$ cat src/wdtc_defines.vh
/*
 Constants of the watchdog timer control block: register field positions,
 reset values, prescale codes and clock figures.
 Assumes inclusion by bare name from the design files.
*/
`ifndef WDTC_DEFINES_VH
`define WDTC_DEFINES_VH

// Control register field positions
`define WDTC_BIT_UNLOCK 0
`define WDTC_BIT_ENABLE 1
`define WDTC_BIT_STATUS 2
`define WDTC_BIT_IRQSEL 3
`define WDTC_PRE_LSB 4
`define WDTC_PRE_MSB 7

// Reset values of the fields
`define WDTC_RST_PRE 4'h7
`define WDTC_RST_IRQSEL 1'b0
`define WDTC_RST_ENABLE 1'b1
`define WDTC_RST_STATUS 1'b0

// Prescale codes
`define WDTC_PRE_MAX_VALID 4'h7
`define WDTC_PRE_AUTO_RST 4'h8
`define WDTC_PRE_DL_RST 4'h9

// Counter layout: timeout after 2^pre x 2^9 ticks
`define WDTC_BASE_SHIFT 9
`define WDTC_CNT_WIDTH 16

// Clock figures: system clock 100 MHz; tick clock 32.768 kHz
`define WDTC_SYS_HZ 100000000
`define WDTC_TICK_HZ 32768

`endif

$ cat src/wdtc_tick_gen.v
/*
 Fractional divider that makes one-cycle ticks at the watchdog input rate
 from the system clock.
 Assumes a single system clock and a synchronous active-high reset.
*/
`timescale 1ns/1ps
`default_nettype none
`include "wdtc_defines.vh"

module wdtc_tick_gen #(
    parameter integer SYS_HZ = `WDTC_SYS_HZ,
    parameter integer TICK_HZ = `WDTC_TICK_HZ
) (
    // Clock and reset
    input wire i_clock,
    input wire i_srst,
    // Tick out
    output reg o_tick
);

    // Rates as 32-bit words so the sums below keep exact widths
    localparam [31:0] TICK_STEP = TICK_HZ;
    localparam [31:0] SYS_STEP = SYS_HZ;

    reg [31:0] acc_ff;
    wire [32:0] acc_sum = {1'b0, acc_ff} + {1'b0, TICK_STEP};

    // Accumulator keeps the average rate exact, no drift from rounding
    always @(posedge i_clock) begin
        if (i_srst) begin
            acc_ff <= 32'h0;
            o_tick <= 1'b0;
        end else if (acc_sum >= {1'b0, SYS_STEP}) begin
            acc_ff <= acc_sum[31:0] - SYS_STEP;
            o_tick <= 1'b1;
        end else begin
            acc_ff <= acc_sum[31:0];
            o_tick <= 1'b0;
        end
    end

endmodule
`default_nettype wire

$ cat src/wdtc_core.v
/*
 Watchdog timer control: control register, unlock sequence, timeout
 counter, status flag and reset or interrupt response.
 Assumes the core presents one instruction strobe per instruction, a
 register write strobe with data, and synchronous event inputs.
*/
// Overview of operation
// - Timeout at end of selected period sets the status flag.
// - Status flag clears only by software zero write or pin reset.
// - Watchdog-caused system reset leaves the status flag set.
// - Setting run enable starts watchdog and zeroes its counter.
// - Each further enable-setting write while running restarts the period.
// - Unserviced timeout gives system reset or interrupt, per select bit.
// - Zero write, watchdog reset, supply or lock event stop it; pin reset restarts it with enable set.
// - Control writes only take effect right after the unlock instruction.
// - Prescale 0-7 gives 2^code x 2^9 ticks; 8, 9 reset; rest invalid.
// - Select clear means system reset; set means interrupt.
`timescale 1ns/1ps
`default_nettype none
`include "wdtc_defines.vh"

module wdtc_core #(
    parameter integer CNT_WIDTH = `WDTC_CNT_WIDTH,
    parameter integer SYS_HZ = `WDTC_SYS_HZ,
    parameter integer TICK_HZ = `WDTC_TICK_HZ
) (
    // Clock and resets
    input wire i_clock,
    input wire i_srst,
    input wire i_pin_reset,
    // Instruction and register access
    input wire i_instr_strobe,
    input wire i_ctrl_write,
    input wire [7:0] i_ctrl_wdata,
    input wire i_unlock_set,
    // System events
    input wire i_supply_monitor_event,
    input wire i_lock_event,
    // Outputs
    output reg [7:0] o_watchdog_control,
    output reg o_system_reset,
    output reg o_timeout_irq,
    output reg o_download_reset
);

    // Run states; FIRE is a one-cycle decision and is never held
    localparam [1:0] ST_IDLE = 2'h0;
    localparam [1:0] ST_RUN = 2'h1;
    localparam [1:0] ST_FIRE = 2'h2;

    // Control fields, counter and synchroniser
    reg [3:0] pre_ff;
    reg irqsel_ff;
    reg enable_ff;
    reg status_ff;
    reg unlock_ff;
    reg [1:0] state_ff;
    reg [CNT_WIDTH-1:0] cnt_ff;
    reg [1:0] pin_sync_ff;
    // Next values and fire decisions
    reg [3:0] nxt_pre;
    reg nxt_irqsel;
    reg nxt_enable;
    reg nxt_status;
    reg nxt_unlock;
    reg [1:0] nxt_state;
    reg [1:0] state_land;
    reg [CNT_WIDTH-1:0] nxt_cnt;
    reg fire_rst;
    reg fire_irq;
    reg fire_dl;
    wire tick;
    wire wr_ok;
    wire expired;
    wire pin_rst;

    // Limit bit of counter for a prescale code
    function [CNT_WIDTH-1:0] wdtc_limit;
        input [3:0] code;
        begin
            wdtc_limit = {{(CNT_WIDTH-1){1'b0}}, 1'b1} << (code[2:0] + `WDTC_BASE_SHIFT);
        end
    endfunction

    // Tick phase is free-running, so the first tick after a restart may come
    // early: a period can end up to one tick short, never long
    wdtc_tick_gen #(
        .SYS_HZ(SYS_HZ),
        .TICK_HZ(TICK_HZ)
    ) u_tick (
        .i_clock(i_clock),
        .i_srst(i_srst),
        .o_tick(tick)
    );

    // Reset pin comes from outside, two stages before use
    always @(posedge i_clock) begin
        if (i_srst) begin
            pin_sync_ff <= 2'h0;
        end else begin
            pin_sync_ff <= {pin_sync_ff[0], i_pin_reset};
        end
    end
    assign pin_rst = pin_sync_ff[1];

    // Write accepted only on the strobed instruction right after unlock;
    // a write level without strobe is ignored
    assign wr_ok = i_instr_strobe && i_ctrl_write && unlock_ff;
    // Counter hit the limit of the selected period; codes above 7 never
    // expire, the counter just wraps
    assign expired = (state_ff == ST_RUN) && (pre_ff <= `WDTC_PRE_MAX_VALID) &&
                     (cnt_ff == wdtc_limit(pre_ff) - {{(CNT_WIDTH-1){1'b0}}, 1'b1}) && tick;

    // Next-state of control fields, counter and state
    always @* begin
        nxt_pre = pre_ff;
        nxt_irqsel = irqsel_ff;
        nxt_enable = enable_ff;
        nxt_status = status_ff;
        nxt_unlock = unlock_ff;
        nxt_state = state_ff;
        nxt_cnt = cnt_ff;
        fire_rst = 1'b0;
        fire_irq = 1'b0;
        fire_dl = 1'b0;
        // Unlock survives exactly one instruction
        if (i_instr_strobe) begin
            nxt_unlock = i_unlock_set && !i_ctrl_write;
        end
        if (state_ff == ST_RUN && tick) begin
            nxt_cnt = cnt_ff + {{(CNT_WIDTH-1){1'b0}}, 1'b1};
        end
        if (wr_ok) begin
            nxt_pre = i_ctrl_wdata[`WDTC_PRE_MSB:`WDTC_PRE_LSB];
            nxt_irqsel = i_ctrl_wdata[`WDTC_BIT_IRQSEL];
            nxt_enable = i_ctrl_wdata[`WDTC_BIT_ENABLE];
            if (!i_ctrl_wdata[`WDTC_BIT_STATUS]) begin
                nxt_status = 1'b0;
            end
            if (i_ctrl_wdata[`WDTC_BIT_ENABLE]) begin
                nxt_cnt = {CNT_WIDTH{1'b0}};
                nxt_state = ST_RUN;
            end else begin
                nxt_state = ST_IDLE;
            end
            // Codes 8 and 9 reset at once; 10-15 do nothing
            if (i_ctrl_wdata[`WDTC_PRE_MSB:`WDTC_PRE_LSB] == `WDTC_PRE_AUTO_RST) begin
                fire_rst = 1'b1;
            end else if (i_ctrl_wdata[`WDTC_PRE_MSB:`WDTC_PRE_LSB] == `WDTC_PRE_DL_RST) begin
                fire_dl = 1'b1;
            end
        end else if (expired) begin
            nxt_status = 1'b1;
            nxt_state = ST_FIRE;
            if (irqsel_ff) begin
                fire_irq = 1'b1;
                nxt_cnt = {CNT_WIDTH{1'b0}};
                nxt_state = ST_RUN;
            end else begin
                fire_rst = 1'b1;
                nxt_enable = 1'b0;
                nxt_state = ST_IDLE;
            end
        end
        // Supply or lock event stops the watchdog; timeout flag stays
        if (i_supply_monitor_event || i_lock_event) begin
            nxt_enable = 1'b0;
            nxt_state = ST_IDLE;
        end
        // Set beats clear: a timeout in the clearing cycle still lands
        if (expired) begin
            nxt_status = 1'b1;
        end
    end

    // Fire is decided within the cycle, so the state register never holds it
    always @* begin
        case (nxt_state)
            ST_IDLE: state_land = ST_IDLE;
            ST_RUN: state_land = ST_RUN;
            ST_FIRE: state_land = ST_IDLE;
            default: state_land = ST_IDLE;
        endcase
    end

    // Core registers; pin reset restores all, watchdog reset keeps status
    always @(posedge i_clock) begin
        if (i_srst || pin_rst) begin
            pre_ff <= `WDTC_RST_PRE;
            irqsel_ff <= `WDTC_RST_IRQSEL;
            enable_ff <= `WDTC_RST_ENABLE;
            status_ff <= `WDTC_RST_STATUS;
            unlock_ff <= 1'b0;
            state_ff <= ST_RUN; // enable resets high, so it runs from reset
            cnt_ff <= {CNT_WIDTH{1'b0}};
            o_system_reset <= 1'b0;
            o_timeout_irq <= 1'b0;
            o_download_reset <= 1'b0;
        end else begin
            pre_ff <= nxt_pre;
            irqsel_ff <= nxt_irqsel;
            enable_ff <= nxt_enable;
            status_ff <= nxt_status;
            unlock_ff <= nxt_unlock;
            state_ff <= state_land;
            cnt_ff <= nxt_cnt;
            o_system_reset <= fire_rst;
            o_timeout_irq <= fire_irq;
            o_download_reset <= fire_dl;
        end
    end

    // Readback mirrors the next register image so it lines up with state
    // Costs a second copy of the fields but keeps the output a plain flop
    always @(posedge i_clock) begin
        if (i_srst || pin_rst) begin
            o_watchdog_control <= {`WDTC_RST_PRE, `WDTC_RST_IRQSEL, `WDTC_RST_STATUS,
                                   `WDTC_RST_ENABLE, 1'b0};
        end else begin
            o_watchdog_control <= {nxt_pre, nxt_irqsel, nxt_status, nxt_enable, nxt_unlock};
        end
    end

endmodule
`default_nettype wire

$ cat config.mk
export PLATFORM = sky130hd
export DESIGN_NAME = wdtc_core
export DESIGN_NICKNAME = d
export VERILOG_FILES = /design/src/wdtc_tick_gen.v /design/src/wdtc_core.v
export VERILOG_INCLUDE_DIRS = /design/src
export SDC_FILE = /design/constraint.sdc
export NUM_CORES = 1
export LEC_CHECK = 0
export ABC_AREA = 1
export BUFFER_PORTS_ARGS = -buffer_cell sky130_fd_sc_hd__clkbuf_2
export CORE_MARGIN = 3
export CORE_UTILIZATION = 60
export DETAILED_ROUTE_END_ITERATION = 12
export PLACE_DENSITY = 0.8
export SLEW_MARGIN = 20
export SYNTH_ARGS = -nofsm -noshare
export SYNTH_HDL_FRONTEND = slang
export SYNTH_SLANG_ARGS = --single-unit
$ cat constraint.sdc
create_clock -name i_clock -period 3.15 [get_ports i_clock]
set_clock_uncertainty 0.2 [all_clocks]
set_input_delay 0.4725 -clock i_clock [delete_from_list [all_inputs] [get_ports i_clock]]
set_output_delay 0.4725 -clock i_clock [all_outputs]
set_load 0.05 [all_outputs]
==> results.py <==
metrics = {
    "layout": {
        "final_core_util_pct": 66.8,
        "fin_cells": 643,
        "nFillCells": 544,
        "drive_above_1_share_pct": 11.6,
        "area_delta_synth_final_pct": 6.93,
        "multi_input_area_um2": 2030,
        "antenna_cells": 0,
        "nets": 593,
        "register_area_um2": 1100,
    },
    "cts": {
        "clk_pin_slew_ns": 0.11,
        "numCtsBuffers": 5,
        "cts_tree": "done",
        "cts_setup_buffers": 0,
        "cts_hold_buf": 0,
        "cts-root-buf": "clkbuf_8",
        "ctsResizeCount": 0,
        "h-tree-depth": 2,
        "cts_buffer_depth": 2,
        "clock_latency_ns": 0.32,
        "cts_sinks": 55,
    },
    "sta": {
        "finalCriticalPeriod_ns": 2.73,
        "max_freq_mhz": 366,
        "relSlewSlack_pct": 51.0,
        "setup_viol": 0,
        "finalHoldViolCount": 0,
        "drv_slew": 0,
        "tns_ns": 0,
        "finalCritPeriodShare_pct": 86.8,
        "worst_pin_slew_ns": 0.733,
        "grt_setup_unrepaired": "no",
    },
    "power": {
        "p_sw_mw": 1.17,
        "power.clock.fraction_pct": 16.5,
        "p_sw_share_pct": 45.7,
        "intPower_mw": 1.39,
        "ir_worst_vdd_v": 0.000528,
        "combPwrFrac_pct": 45.2,
        "seq_power_share_pct": 38.3,
        "pwr_density_cell_nw_per_um2": 687,
        "leakagePower_nw": 1.73,
    },
    "floorplanning": {
        "dieWidth_um": 82.2,
        "die_area_um2": 6760,
        "die_y_um": 82.2,
        "start_util_pct": 62.5,
        "coreArea_um2": 5570,
        "ios": 27,
        "row_count": 27,
    },
    "yosys": {
        "synth_seq_area_share_pct": 31.6,
        "ys_types": 34,
        "synth_area_um2": 3480,
        "synth_ff_type": "dfxtp_1",
        "async_reset_ff_share_pct": 0,
        "syn_nets": 571,
        "synth.avg_cell_area_um2": 6.36,
        "synth_warnings": 0,
        "synthCells": 548,
        "synth_seq_cells": 55,
        "synth_edf_count": 0,
    },
    "route": {
        "drtAntennaViolNets": 0,
        "drt_wl_total_um": 7530,
        "drtIter0Drc": 185,
        "route.detailed.drc": 0,
        "routedWlPerCell_um": 11.7,
        "vias_per_cell": 5.37,
        "num_vias": 3453,
        "firstDrtPassIters": 5,
    },
    "worst_setup_path": {
        "worstReg2RegStart": "u_tick.acc_ff[16]$_SDFF_PP0_",
        "start_kind": "flop",
        "reg2regPathDepth": 15,
        "worstPathMaxFanout": 24,
        "crit_required_ns": 3.17,
        "cp.arrival_ns": 2.75,
        "r2r_setup_slack_ns": 0.42,
        "critPathCaptureType": "flop",
        "r2r_end": "u_tick.acc_ff[20]$_SDFF_PP0_",
        "critPathKind": "reg -> reg",
    },
    "grt": {
        "use_met2_pct": 39.9,
        "grt_use_met3_pct": 4.01,
        "grt_pass1_vias": 2972,
        "met1_usage_pct": 30.0,
        "grt_use_total_pct": 23.3,
        "antenna_found_initial": 0,
        "grt_pass1_wl_um": 12600,
        "grt_overflow_total": 0,
        "grt_max_degree": 25,
        "grt_most_used_layer": "met2",
    },
    "placement": {
        "hpwlAfterDp_um": 5710,
        "gp_congestion": 0.868,
        "place_inst": 635,
        "io_buffer_count": 25,
    },
    "hold_path": {
        "hold_start": "i_pin_reset",
        "worstHoldEndpoint": "pin_sync_ff[0]$_SDFF_PP0_",
        "min_path_cells": 3,
        "hp-class": "in -> reg",
    },
    "job": {
        "max_cap_violations": 0,
    },
    "status": {
        "status": "finished, final reports clean",
    },
}
## logic make-up after synthesis
family / after synthesis / synth area share [%]
AO/OA/AOI/OAI: 60 / 8.90
XOR/XNOR: 19 / 4.78
adder cells (fa/ha/maj): 7 / 2.51
buffers and inverters: 82 / 10.0
flip-flops: 55 / 31.6
multiplexers: 1 / 0.287
AND/OR/NAND/NOR: 324 / 41.9
## layout make-up
type                       count  area share (%)
tap                           72            2.42
clock inverter                 3           0.672
inverter                      69            6.95
timing repair buffer          28            3.96
clock buffer                   5            1.85
sequential                    55            29.6
multi-input combinational    411            54.6
## worst max path at each step
stage | cells past startpoint | slack [ns] | to | start
2_1_floorplan | 14 | 0.52 | cnt_ff[11]$_SDFF_PP0_ | pre_ff[1]$_SDFFE_PP1P_
3_3_place_gp | 15 | 0.52 | u_tick.acc_ff[20]$_SDFF_PP0_ | u_tick.acc_ff[16]$_SDFF_PP0_
3_5_place_dp | 15 | 0.45 | u_tick.acc_ff[20]$_SDFF_PP0_ | u_tick.acc_ff[16]$_SDFF_PP0_
5_1_grt | 14 | 0.1 | o_watchdog_control[1]$_SDFFE_PP1P_ | pre_ff[1]$_SDFFE_PP1P_
6_report | 15 | 0.42 | u_tick.acc_ff[20]$_SDFF_PP0_ | u_tick.acc_ff[16]$_SDFF_PP0_
4_1_cts | 14 | 0.42 | o_watchdog_control[1]$_SDFFE_PP1P_ | pre_ff[1]$_SDFFE_PP1P_
## routing by layer
| metal | vias to the layer above | wire length, um |
|---|---|---|
| met5 | - | 0 |
| met4 | 0 | 106 |
| met3 | 10 | 324 |
| met2 | 72 | 3530 |
| met1 | 1580 | 3570 |
| li1 | 1791 | - |
## cells in the mapped netlist (2+ instances only)
cell type / count / share of area, %
dfxtp_1: 55 / 32
o21ai_1: 3 / 0.43
or2_2: 2 / 0.36
ha_1: 7 / 2.5
clkbuf_1: 5 / 0.54
xor2_1: 11 / 2.8
buf_6: 3 / 0.97
nand4_1: 13 / 2.3
nor2_4: 5 / 1.6
nor3_1: 18 / 2.6
inv_2: 3 / 0.32
xnor2_1: 8 / 2.0
nand3_1: 44 / 6.3
nor3b_1: 2 / 0.43
nand2_1: 149 / 16
nor2_2: 5 / 0.90
o21bai_1: 2 / 0.43
nor2_1: 67 / 7.2
o21ai_0: 21 / 3.0
nand2_2: 11 / 2.0
buf_4: 5 / 1.1
a21oi_1: 32 / 4.6
nand3b_1: 2 / 0.43
inv_1: 65 / 7.0
## flip-flops by register name, indices dropped and copies added (netlist names)
name,flops
u_tick.acc_ff,24
o_download_reset,1
u_tick.o_tick,1
state_ff,1
pin_sync_ff,2
o_timeout_irq,1
o_system_reset,1
o_watchdog_control,4
pre_ff,4
cnt_ff,16
## metrics by stage
stage | instance area [um^2] | hold WS, ns | total power, mW | worst slack, ns
after floorplan | 3480 | 0.188 | 1.93 | 0.520
after global placement | 3630 | 0.194 | 2.09 | 0.519
after detailed placement | 3630 | 0.212 | 2.14 | 0.454
after CTS | 3730 | 0.120 | 2.56 | 0.422
after global routing | 3730 | 0.119 | 2.79 | 0.0993
final | 3730 | 0.128 | 2.56 | 0.417
## placed cells by master (no fill, tap or decap), types with 2 or more instances in the layout
cell,netlist,layout
xor2_1,11,11
inv_1,65,65
nand2_2,11,11
nand3b_1,2,2
a21oi_1,32,32
nor2_4,5,5
o21bai_1,2,2
dfxtp_1,55,55
nor2_2,5,5
buf_4,5,3
inv_2,3,3
nand4_1,13,13
nor3_1,18,18
ha_1,7,7
clkbuf_8,0,5
xnor2_1,8,8
o21ai_1,3,3
nor2_1,67,67
o21ai_0,21,21
inv_6,0,2
clkbuf_2,0,25
nand3_1,44,44
or2_2,2,2
nand2_1,149,149
nor3b_1,2,2
## power groups by stage
| stage | Clock (mW) | Sequential [mW] | Combinational, mW |
|---|---|---|---|
| final | 0.422 | 0.980 | 1.16 |
| after global routing | 0.457 | 1.00 | 1.33 |
| after CTS | 0.433 | 0.977 | 1.16 |
| after detailed placement | 0 | 0.992 | 1.15 |
| after global placement | 0 | 0.986 | 1.11 |
| after floorplan | 0 | 0.961 | 0.972 |
## worst max-delay path, stage by stage (launching register included)
cell	delay [ns]
dfxtp_1	0.44
ha_1	0.24
nand3_1	0.15
nor2_1	0.21
nand4_1	0.13
nand2_1	0.13
nand2_1	0.10
inv_2	0.08
nand2_2	0.06
nor2_4	0.11
nand3_4	0.24
buf_4	0.27
nand2_1	0.10
nand2_1	0.06
nand2_1	0.05
nor2_1	0.05
No activity file was read; power rests on OpenSTA's default activity.
